==> src/shared/pb_seq_pkg.sv <==
package pb_seq_pkg;

    // ----------------------------------------
    // timing figures in their printed units
    // ----------------------------------------
    localparam int unsigned CLK_HZ             = 200_000_000;
    localparam int unsigned DEBOUNCE_MS        = 32;
    localparam int unsigned FORCED_OFF_BASE_MS = 64;
    localparam int unsigned REQ_MIN_MS         = 32;
    localparam int unsigned BLANK_MS           = 512;
    localparam int unsigned LOCKOUT_MS         = 256;
    localparam int unsigned KILL_DELAY_US      = 30;
    localparam int unsigned PDT_CYCLES         = 16;

    // ----------------------------------------
    // derived cycle counts
    // ----------------------------------------
    localparam int unsigned CYC_PER_MS    = CLK_HZ / 1000;
    localparam int unsigned DEBOUNCE_CYC  = DEBOUNCE_MS * CYC_PER_MS;
    localparam int unsigned REQ_MIN_CYC   = REQ_MIN_MS * CYC_PER_MS;
    localparam int unsigned BLANK_CYC     = BLANK_MS * CYC_PER_MS;
    localparam int unsigned LOCKOUT_CYC   = LOCKOUT_MS * CYC_PER_MS;
    // the forced-off hold runs past the request window for the rest of the base time
    localparam int unsigned FORCED_REST_CYC = (FORCED_OFF_BASE_MS - DEBOUNCE_MS - REQ_MIN_MS)
                                              * CYC_PER_MS;
    localparam int unsigned KILL_DELAY_CYC = (KILL_DELAY_US * CYC_PER_MS) / 1000;

    localparam int unsigned CNT_W = 32;

    typedef enum logic [2:0] {
        ST_OFF     = 3'b000,
        ST_ON_DB   = 3'b001,
        ST_BLANK   = 3'b010,
        ST_RUN     = 3'b011,
        ST_REQ_MIN = 3'b100,
        ST_REQ_HLD = 3'b101,
        ST_LOCKOUT = 3'b110
    } seq_state_t;

    typedef struct packed {
        logic supply_on_out;
        logic supply_on_oe;
        logic shutdown_request_n;
        logic shutdown_request_oe;
    } seq_pins_t;

endpackage : pb_seq_pkg

==> src/rtl/push_button_power_sequencer.sv <==
// How it works
// RULE1: when on, button low for off debounce pulls shutdown request low
// RULE2: button held 64 ms base plus extension forces supply off
// RULE3: shutdown request stays low at least its minimum width
// RULE4: after minimum width, request follows button, released on release
// RULE5: processor holds power-off command low 30 us at least
// RULE6: power-off command low in normal running drops supply within 30 us
// RULE7: command and button ignored during 512 ms start-up blanking
// RULE8: command still low at blanking end aborts the power-on
// RULE9: button ignored through the whole lock-out after supply drops
// RULE10: with no extension, supply asserts after 32 ms continuous press
// RULE11: turn-on and forced-off holds each get their own extension
// RULE12: supply asserted after valid press; polarity build option, open-drain
// RULE13: forced-off completion releases request and supply together
// RULE14: off press only pulls request low, supply unaffected
// RULE15: processor raises power-off command before blanking ends
// RULE16: processor finishes housekeeping then drives power-off command low
// RULE17: lock-out after supply release lasts 256 ms
// RULE18: button returning high restarts any running debounce
// RULE19: forced-off extension is 16 timer cycles; early release ends request
// RULE20: reset holds supply off until a valid press
// RULE21: inputs synchronised, every interval a parameterised counter
`timescale 1ns/10ps
module push_button_power_sequencer
    import pb_seq_pkg::*;
#(
    parameter int unsigned ON_EXT_CYC      = 0,
    parameter int unsigned PD_EXT_UNIT_CYC = 0,
    parameter bit          ENABLE_ACT_HIGH = 1'b1,
    parameter int unsigned DEBOUNCE_CYCLES = DEBOUNCE_CYC,
    parameter int unsigned REQ_MIN_CYCLES  = REQ_MIN_CYC,
    parameter int unsigned BLANK_CYCLES    = BLANK_CYC,
    parameter int unsigned LOCKOUT_CYCLES  = LOCKOUT_CYC,
    parameter int unsigned FORCED_REST_CYCLES = FORCED_REST_CYC
) (
    input  wire logic ref_clk,
    input  wire logic rst_b,
    input  wire logic push_button_n,
    input  wire logic power_off_cmd_n,
    output logic      supply_on_out,
    output logic      supply_on_oe,
    output logic      shutdown_request_n,
    output logic      shutdown_request_oe
);

    // ----------------------------------------
    // input synchronisers
    // ----------------------------------------
    logic       pb_meta_r;
    logic       pb_r;
    logic       kill_meta_r;
    logic       kill_r;

    // reset to high, the idle level, so leaving reset never looks like a press
    // RULE21: two-stage sync
    always_ff @(posedge ref_clk) begin
        if (!rst_b) begin
            pb_meta_r   <= 1'b1;
            pb_r        <= 1'b1;
            kill_meta_r <= 1'b1;
            kill_r      <= 1'b1;
        end else begin
            pb_meta_r   <= push_button_n;
            pb_r        <= pb_meta_r;
            kill_meta_r <= power_off_cmd_n;
            kill_r      <= kill_meta_r;
        end
    end

    // ----------------------------------------
    // sequencer
    // ----------------------------------------
    localparam logic [CNT_W-1:0] ON_HOLD   = CNT_W'(DEBOUNCE_CYCLES + ON_EXT_CYC);
    localparam logic [CNT_W-1:0] OFF_DB    = CNT_W'(DEBOUNCE_CYCLES);
    localparam logic [CNT_W-1:0] REQ_MIN   = CNT_W'(REQ_MIN_CYCLES);
    localparam logic [CNT_W-1:0] BLANK     = CNT_W'(BLANK_CYCLES);
    localparam logic [CNT_W-1:0] LOCKOUT   = CNT_W'(LOCKOUT_CYCLES);
    localparam logic [CNT_W-1:0] FORCE_HLD = CNT_W'(FORCED_REST_CYCLES
                                                   + PDT_CYCLES * PD_EXT_UNIT_CYC);
    localparam logic [CNT_W-1:0] CNT_ONE   = CNT_W'(1);

    seq_state_t       state_r;
    seq_state_t       state_nxt;
    logic [CNT_W-1:0] cnt_r;
    logic [CNT_W-1:0] cnt_nxt;
    logic             on_r;
    logic             req_r;
    seq_pins_t        pins_nxt;

    // looks one count ahead, so a limit of n keeps a state exactly n cycles, and a limit of 0 keeps it one cycle
    function automatic logic expired(input logic [CNT_W-1:0] c, input logic [CNT_W-1:0] lim);
        expired = (c + CNT_ONE) >= lim;
    endfunction : expired

    always_comb begin
        state_nxt = state_r;
        cnt_nxt   = cnt_r + CNT_ONE;
        case (state_r)
            ST_OFF: begin
                cnt_nxt = '0;
                if (!pb_r) begin
                    state_nxt = ST_ON_DB;
                end
            end
            // RULE10: turn-on debounce
            ST_ON_DB: begin
                // RULE18: release restarts
                if (pb_r) begin
                    state_nxt = ST_OFF;
                    cnt_nxt   = '0;
                // RULE11: turn-on extension
                end else if (expired(cnt_r, ON_HOLD)) begin
                    state_nxt = ST_BLANK;
                    cnt_nxt   = '0;
                end
            end
            // RULE7: blanking ignores inputs
            ST_BLANK: begin
                if (expired(cnt_r, BLANK)) begin
                    cnt_nxt = '0;
                    // RULE8: abort on low command
                    state_nxt = kill_r ? ST_RUN : ST_LOCKOUT;
                end
            end
            ST_RUN: begin
                // RULE6: command drops supply
                if (!kill_r) begin
                    state_nxt = ST_LOCKOUT;
                    cnt_nxt   = '0;
                // RULE18: off debounce restart
                end else if (pb_r) begin
                    cnt_nxt = '0;
                // RULE1: off press debounce
                end else if (expired(cnt_r, OFF_DB)) begin
                    state_nxt = ST_REQ_MIN;
                    cnt_nxt   = '0;
                end
            end
            // RULE3: minimum request width
            ST_REQ_MIN: begin
                if (!kill_r) begin
                    state_nxt = ST_LOCKOUT;
                    cnt_nxt   = '0;
                end else if (expired(cnt_r, REQ_MIN)) begin
                    state_nxt = pb_r ? ST_RUN : ST_REQ_HLD;
                    cnt_nxt   = '0;
                end
            end
            // RULE4: request tracks button
            ST_REQ_HLD: begin
                if (!kill_r) begin
                    state_nxt = ST_LOCKOUT;
                    cnt_nxt   = '0;
                // RULE19: early release
                end else if (pb_r) begin
                    state_nxt = ST_RUN;
                    cnt_nxt   = '0;
                // RULE2: forced power-down
                end else if (expired(cnt_r, FORCE_HLD)) begin
                    state_nxt = ST_LOCKOUT;
                    cnt_nxt   = '0;
                end
            end
            // RULE9: button ignored
            ST_LOCKOUT: begin
                // RULE17: lock-out length
                if (expired(cnt_r, LOCKOUT)) begin
                    state_nxt = ST_OFF;
                    cnt_nxt   = '0;
                end
            end
            default: begin
                state_nxt = ST_OFF;
                cnt_nxt   = '0;
            end
        endcase
    end

    // RULE20: reset to off
    always_ff @(posedge ref_clk) begin
        if (!rst_b) begin
            state_r <= ST_OFF;
            cnt_r   <= '0;
        end else begin
            state_r <= state_nxt;
            cnt_r   <= cnt_nxt;
        end
    end

    // ----------------------------------------
    // output flops
    // ----------------------------------------
    // decoded from next state so pins move on the same edge as the state
    // RULE14: request does not touch supply
    assign on_r  = (state_nxt == ST_BLANK) || (state_nxt == ST_RUN)
                || (state_nxt == ST_REQ_MIN) || (state_nxt == ST_REQ_HLD);
    assign req_r = (state_nxt == ST_REQ_MIN) || (state_nxt == ST_REQ_HLD);

    // RULE12: polarity option, open drain
    always_comb begin
        pins_nxt.supply_on_out       = 1'b0;
        pins_nxt.supply_on_oe        = ENABLE_ACT_HIGH ? !on_r : on_r;
        pins_nxt.shutdown_request_n  = 1'b0;
        pins_nxt.shutdown_request_oe = req_r;
    end

    // RULE13: release both together
    always_ff @(posedge ref_clk) begin
        if (!rst_b) begin
            supply_on_out       <= 1'b0;
            supply_on_oe        <= ENABLE_ACT_HIGH;
            shutdown_request_n  <= 1'b0;
            shutdown_request_oe <= 1'b0;
        end else begin
            supply_on_out       <= pins_nxt.supply_on_out;
            supply_on_oe        <= pins_nxt.supply_on_oe;
            shutdown_request_n  <= pins_nxt.shutdown_request_n;
            shutdown_request_oe <= pins_nxt.shutdown_request_oe;
        end
    end

    // ----------------------------------------
    // checks
    // ----------------------------------------
    logic on_now;
    assign on_now = (state_r == ST_BLANK) || (state_r == ST_RUN)
                 || (state_r == ST_REQ_MIN) || (state_r == ST_REQ_HLD);

    kill_drop_a: assert property (@(posedge ref_clk) disable iff (!rst_b) // RULE6
        (state_r == ST_RUN && !kill_r) |=> (state_r == ST_LOCKOUT))
        else $error("command low did not drop supply");
    req_track_a: assert property (@(posedge ref_clk) disable iff (!rst_b) // RULE4
        (state_r == ST_REQ_HLD && pb_r && kill_r) |=> (state_r == ST_RUN))
        else $error("request did not end on release");
    blank_hold_a: assert property (@(posedge ref_clk) disable iff (!rst_b) // RULE7
        (state_r == ST_BLANK && !expired(cnt_r, BLANK)) |=> (state_r == ST_BLANK))
        else $error("blanking left early");
    abort_on_a: assert property (@(posedge ref_clk) disable iff (!rst_b) // RULE8
        (state_r == ST_BLANK && expired(cnt_r, BLANK) && !kill_r)
        |=> (state_r == ST_LOCKOUT))
        else $error("power-on not aborted");
    lockout_ign_a: assert property (@(posedge ref_clk) disable iff (!rst_b) // RULE9
        (state_r == ST_LOCKOUT && !expired(cnt_r, LOCKOUT)) |=> (state_r == ST_LOCKOUT))
        else $error("lock-out left early");
    debounce_rst_a: assert property (@(posedge ref_clk) disable iff (!rst_b) // RULE18
        (state_r == ST_ON_DB && pb_r) |=> (state_r == ST_OFF))
        else $error("debounce not restarted");
    req_min_a: assert property (@(posedge ref_clk) disable iff (!rst_b) // RULE3
        (state_r == ST_REQ_MIN && kill_r && !expired(cnt_r, REQ_MIN))
        |=> (state_r == ST_REQ_MIN))
        else $error("request shorter than minimum");
    both_rel_a: assert property (@(posedge ref_clk) disable iff (!rst_b) // RULE13
        (state_r == ST_REQ_HLD && !pb_r && kill_r && expired(cnt_r, FORCE_HLD))
        |=> (!shutdown_request_oe && (supply_on_oe == ENABLE_ACT_HIGH)))
        else $error("forced off did not release both");
    on_pin_a: assert property (@(posedge ref_clk) disable iff (!rst_b) // RULE12
        supply_on_oe == (on_now ? !ENABLE_ACT_HIGH : ENABLE_ACT_HIGH))
        else $error("supply pin disagrees with state");

    // ----------------------------------------
    // pin and transition checks
    // ----------------------------------------
    logic req_now;
    assign req_now = (state_r == ST_REQ_MIN) || (state_r == ST_REQ_HLD);

    // RULE14: request pin follows state
    req_pin_a: assert property (@(posedge ref_clk) disable iff (!rst_b) // RULE14
        shutdown_request_oe == req_now)
        else $error("request pin disagrees with state");
    // RULE12: open-drain data low
    data_low_a: assert property (@(posedge ref_clk) disable iff (!rst_b) // RULE12
        !supply_on_out && !shutdown_request_n)
        else $error("open-drain data not low");
    // RULE10: turn-on after hold
    on_hold_a: assert property (@(posedge ref_clk) disable iff (!rst_b) // RULE10
        (state_r == ST_ON_DB && !pb_r && expired(cnt_r, ON_HOLD))
        |=> (state_r == ST_BLANK && supply_on_oe == !ENABLE_ACT_HIGH))
        else $error("supply not on after hold");
    // RULE1: request after debounce
    off_db_a: assert property (@(posedge ref_clk) disable iff (!rst_b) // RULE1
        (state_r == ST_RUN && kill_r && !pb_r && expired(cnt_r, OFF_DB))
        |=> shutdown_request_oe)
        else $error("request not raised after debounce");
    // RULE14: request keeps supply
    req_supply_a: assert property (@(posedge ref_clk) disable iff (!rst_b) // RULE14
        (state_r == ST_REQ_MIN && kill_r) |=> (supply_on_oe == !ENABLE_ACT_HIGH))
        else $error("request changed supply");
    // RULE2: forced power-down
    forced_off_a: assert property (@(posedge ref_clk) disable iff (!rst_b) // RULE2
        (state_r == ST_REQ_HLD && kill_r && !pb_r && expired(cnt_r, FORCE_HLD))
        |=> (state_r == ST_LOCKOUT))
        else $error("forced off not taken");
    // RULE6: command during request
    req_kill_a: assert property (@(posedge ref_clk) disable iff (!rst_b) // RULE6
        (req_now && !kill_r) |=> (state_r == ST_LOCKOUT && supply_on_oe == ENABLE_ACT_HIGH))
        else $error("command low ignored during request");
    // RULE9: supply off in lock-out
    lock_off_a: assert property (@(posedge ref_clk) disable iff (!rst_b) // RULE9
        (state_r == ST_LOCKOUT) |-> (supply_on_oe == ENABLE_ACT_HIGH))
        else $error("supply on during lock-out");
    // RULE17: lock-out end
    lockout_end_a: assert property (@(posedge ref_clk) disable iff (!rst_b) // RULE17
        (state_r == ST_LOCKOUT && expired(cnt_r, LOCKOUT)) |=> (state_r == ST_OFF))
        else $error("lock-out did not end");
    // RULE18: off debounce restart
    off_restart_a: assert property (@(posedge ref_clk) disable iff (!rst_b) // RULE18
        (state_r == ST_RUN && kill_r && pb_r) |=> (cnt_r == '0))
        else $error("off debounce not restarted");
    // RULE20: reset holds off
    rst_off_a: assert property (@(posedge ref_clk) // RULE20
        !rst_b |=> (state_r == ST_OFF && supply_on_oe == ENABLE_ACT_HIGH && !shutdown_request_oe))
        else $error("reset did not force off");

endmodule : push_button_power_sequencer

==> config.mk <==
export PLATFORM = sky130hd
export DESIGN_NAME = push_button_power_sequencer
export DESIGN_NICKNAME = d
export VERILOG_FILES = /design/src/shared/pb_seq_pkg.sv /design/src/rtl/push_button_power_sequencer.sv
export SDC_FILE = /design/constraint.sdc
export NUM_CORES = 1
export LEC_CHECK = 0
export ABC_CLOCK_PERIOD_IN_PS = 3450
export BUFFER_PORTS_ARGS = -buffer_cell sky130_fd_sc_hd__buf_2
export CAP_MARGIN = 10
export CORE_UTILIZATION = 56
export DETAILED_ROUTE_END_ITERATION = 8
export GPL_TIMING_DRIVEN = 0
export PLACE_DENSITY = 0.79
export SYNTH_ARGS = -nofsm -noshare
export SYNTH_HDL_FRONTEND = slang
export SYNTH_SLANG_ARGS = --single-unit
export TNS_END_PERCENT = 100
==> constraint.sdc <==
create_clock -name ref_clk -period 3.45 [get_ports ref_clk]
set_input_delay 0.69 -clock ref_clk [delete_from_list [all_inputs] [get_ports ref_clk]]
set_output_delay 0.69 -clock ref_clk [all_outputs]
set_load 0.01 [all_outputs]
==> impl_metrics.yaml <==
die:
  fp.dieH_um: 70.2
  ios: 8
  die-area_um2: 4930
  start_util_pct: 59.0
  rows: 24
  coreArea_um2: 4410
  die_x_um: 70.2
sta:
  max-slew-margin-rel_pct: 51.2
  setup_viol: 1
  rsz0062_at_grt: "yes"
  finalMaxSlewViolations: 0
  fin_ws_ns: -0.0217
  hold_viol_final: 0
  fmax_mhz: 288
  tightest_slew_ns: 0.731
  skew_ns: 0.00605
  period_share_pct: 101
  finalCriticalPeriod_ns: 3.47
yosys:
  netlist_top_cells_count: "41 x dfxtp_1, 29 x nand2_1, 18 x nor3_1, 17 x nor3_2"
  synth_top_area_cell: "dfxtp_1"
  synthArstFlopShare_pct: 0
  yosysMostFrequentCell: "dfxtp_1"
  synth_top_cell_area_share_pct: 31.5
  syn_area_per_cell_um2: 8.35
  ys_seq_area_share_pct: 31.5
  synth-main-ff-cell: "dfxtp_1"
  synth_edf_count: 0
  synth.distinct_cells: 58
  synth_warnings: 0
  syn_area_um2: 2600
  synthCells: 312
  synth-seq-cells: 41
  ys_top_cells_by_area: "dfxtp_1 32%, nor3_2 6.5%, xnor2_1 5.4%"
worst_hold_path:
  min_path_type: "flop to flop"
  min_path_cells: 1
clock_network:
  h-tree-depth: 2
  cts-buffers-inserted: 5
  ctsRootBufferMaster: "clkbuf_8"
  cts.sinks: 41
  insertion_delay_ns: 0.29
  clock_path_buffers: 2
  path_clk_slew_ns: 0.08
  cts_tree: "done"
  ctsHoldBuffers: 0
placed_design:
  io_buffers: 5
  gp_congestion: 0.941
  dp_hpwl_mm: 4.15
  dp_cells: 375
power_and_ir_drop:
  pwr-share-comb_pct: 6.9
  pwr-share-clk_pct: 37.2
  seqPwrFrac_pct: 56.0
  power.density_nw_per_um2: 290
  irDropWorstVdd_v: 0.000339
  power.total_w: 0.000877
  p_int_w: 0.000667
  switching_share_pct: 24.0
  net-switching-power_w: 0.000210
  p_leak_nw: 0.951
grt:
  grt_pass1_wl_mm: 10.1
  grt_antenna_before_repair: 0
  gr-total-overflow: 0
  grt_pass1_vias: 2187
  grt_usage_pct: 25.4
  grt_max_degree: 13
critical_path:
  critPathLaunchType: "flop"
  arrival_ns: 3.65
  crit_buf_inv: 2
  path_depth: 13
  critical_path_class: "flop to flop"
  crit_chain: "nand4_1 -> or4_1 -> clkbuf_4 -> buf_6 -> nor4_4 -> xnor2_1 -> nand4_1 -> nand4b_1 -> nor2_4 -> o22a_1 -> nand3_1 -> ha_1 -> nand2b_1"
  cpMaxStageDelayCell: "or4_1"
  cp_top_family: "simple AND/OR/NAND/NOR gates"
  r2r_cells: 13
  endpoint_kind: "flop"
  path_max_fanout: 10
  required_ns: 3.62
  cp_common_cell: "nand4_1"
  slowest_delay_ns: 0.53
outcome:
  violations: "negative setup slack"
  status: "finished, violations left"
drt:
  viasPerCell: 6.30
  first_pass_iters: 5
  post_drt_wl_per_cell_um: 16.2
  ant_nets: 0
  drc: 0
  routed_wl_mm: 6.34
  drtIter0Drc: 250
  vias: 2468
cells_and_area:
  area_growth_pct: 16.2
  drive_gt1_share_pct: 24.4
  final_cells: 392
  antennaDiodeCount: 0
  final_util_pct: 68.5
  nets: 347
job:
  drv_cap: 0
area by class of cell:
type | count | area, um2
Sequential cell | 41 | 825
Fill cell | 369 | 1390
Buffer | 19 | 109
Clock inverter | 1 | 7.51
Timing Repair Buffer | 17 | 115
Tap cell | 52 | 65.1
Multi-Input combinational cell | 249 | 1800
Inverter | 7 | 26.3
Clock buffer | 6 | 82.6
cells by family after synthesis:
logic type	share of synthesized area [%]
multiplexers	1.39
other	0.144
flip-flops	31.5
AO/OA/AOI/OAI	16.1
XOR/XNOR	8.75
AND/OR/NAND/NOR	35.6
adder cells (fa/ha/maj)	1.44
buffers and inverters	5.05
placed cells by master, fill, tap and decap left out, drive strengths merged, types with 2 or more instances in the layout:
| master | netlist | final |
|---|---|---|
| a2111oi | 4 | 4 |
| a211oi | 4 | 4 |
| a21oi | 4 | 4 |
| a31oi | 8 | 8 |
| and2 | 2 | 2 |
| and3 | 3 | 3 |
| and4 | 4 | 4 |
| buf | 8 | 22 |
| clkbuf | 13 | 20 |
| conb | 1 | 7 |
| dfxtp | 41 | 41 |
| ha | 3 | 3 |
| inv | 6 | 6 |
| mux2 | 2 | 2 |
| nand2 | 29 | 29 |
| nand2b | 10 | 10 |
| nand3 | 16 | 16 |
| nand4 | 10 | 10 |
| nor2 | 18 | 18 |
| nor2b | 5 | 5 |
| nor3 | 35 | 35 |
| nor4 | 12 | 12 |
| o211ai | 2 | 2 |
| o21ai | 12 | 12 |
| o22ai | 5 | 5 |
| o31a | 5 | 5 |
| o41ai | 2 | 2 |
| or2 | 3 | 3 |
| or3 | 3 | 3 |
| xnor2 | 16 | 16 |
| xor2 | 10 | 10 |
power by group through the flow:
| stage | combinational (W) | sequential, W | clock (W) |
|---|---|---|---|
| floorplan | 0.0000439 | 0.000501 | 0 |
| global placement | 0.0000563 | 0.000501 | 0 |
| detailed placement | 0.0000566 | 0.000502 | 0 |
| CTS | 0.0000587 | 0.000491 | 0.000332 |
| global route | 0.0000667 | 0.000493 | 0.000348 |
| finish | 0.0000601 | 0.000491 | 0.000326 |
flip-flops by register name, summed over array words and instances (netlist names):
| name | count |
|---|---|
| state_r | 3 |
| supply_on_oe | 1 |
| shutdown_request_oe | 1 |
| kill_meta_r | 1 |
| kill_r | 1 |
| pb_meta_r | 1 |
| cnt_r | 32 |
| pb_r | 1 |
worst paths after layout:
path	slack, ns	from	endpoint
worst max register to register	-0.02	cnt_r[12]	supply_on_oe
worst min register to register	0.42	kill_meta_r	kill_r
worst min-delay path	0.42	kill_meta_r	kill_r
worst max-delay path	-0.02	cnt_r[12]	supply_on_oe
layer usage:
metal	vias to the layer above	part of all wire (%)	track usage (%)
met5	-	0	0
met3	23	4.9	3.90
met4	0	3.2	7.56
met1	1152	45	32.8
met2	92	47	43.5
li1	1201	-	-
metrics by stage:
step / setup slack [ns] / cell area, um2 / setup TNS (ns) / hold WS [ns]
CTS: -0.0449 / 2870 / -0.0449 / 0.427
detailed placement: -0.400 / 2720 / -7.53 / 0.408
floorplan: 0.193 / 2630 / 0 / 0.386
global placement: -0.342 / 2720 / -5.53 / 0.398
global route: -0.176 / 3030 / -0.928 / 0.453
finish: -0.0217 / 3030 / -0.0217 / 0.423
what timing repair did:
item / 4_1_cts / 5_1_grt
buffers inserted: 3 / 9
endpoints found under the setup margin: 29 / 29
pin swaps: 3 / 4
hold endpoints to repair: 0 / 0
resized for setup: 12 / 20
Power figures use the tool's default switching activity.
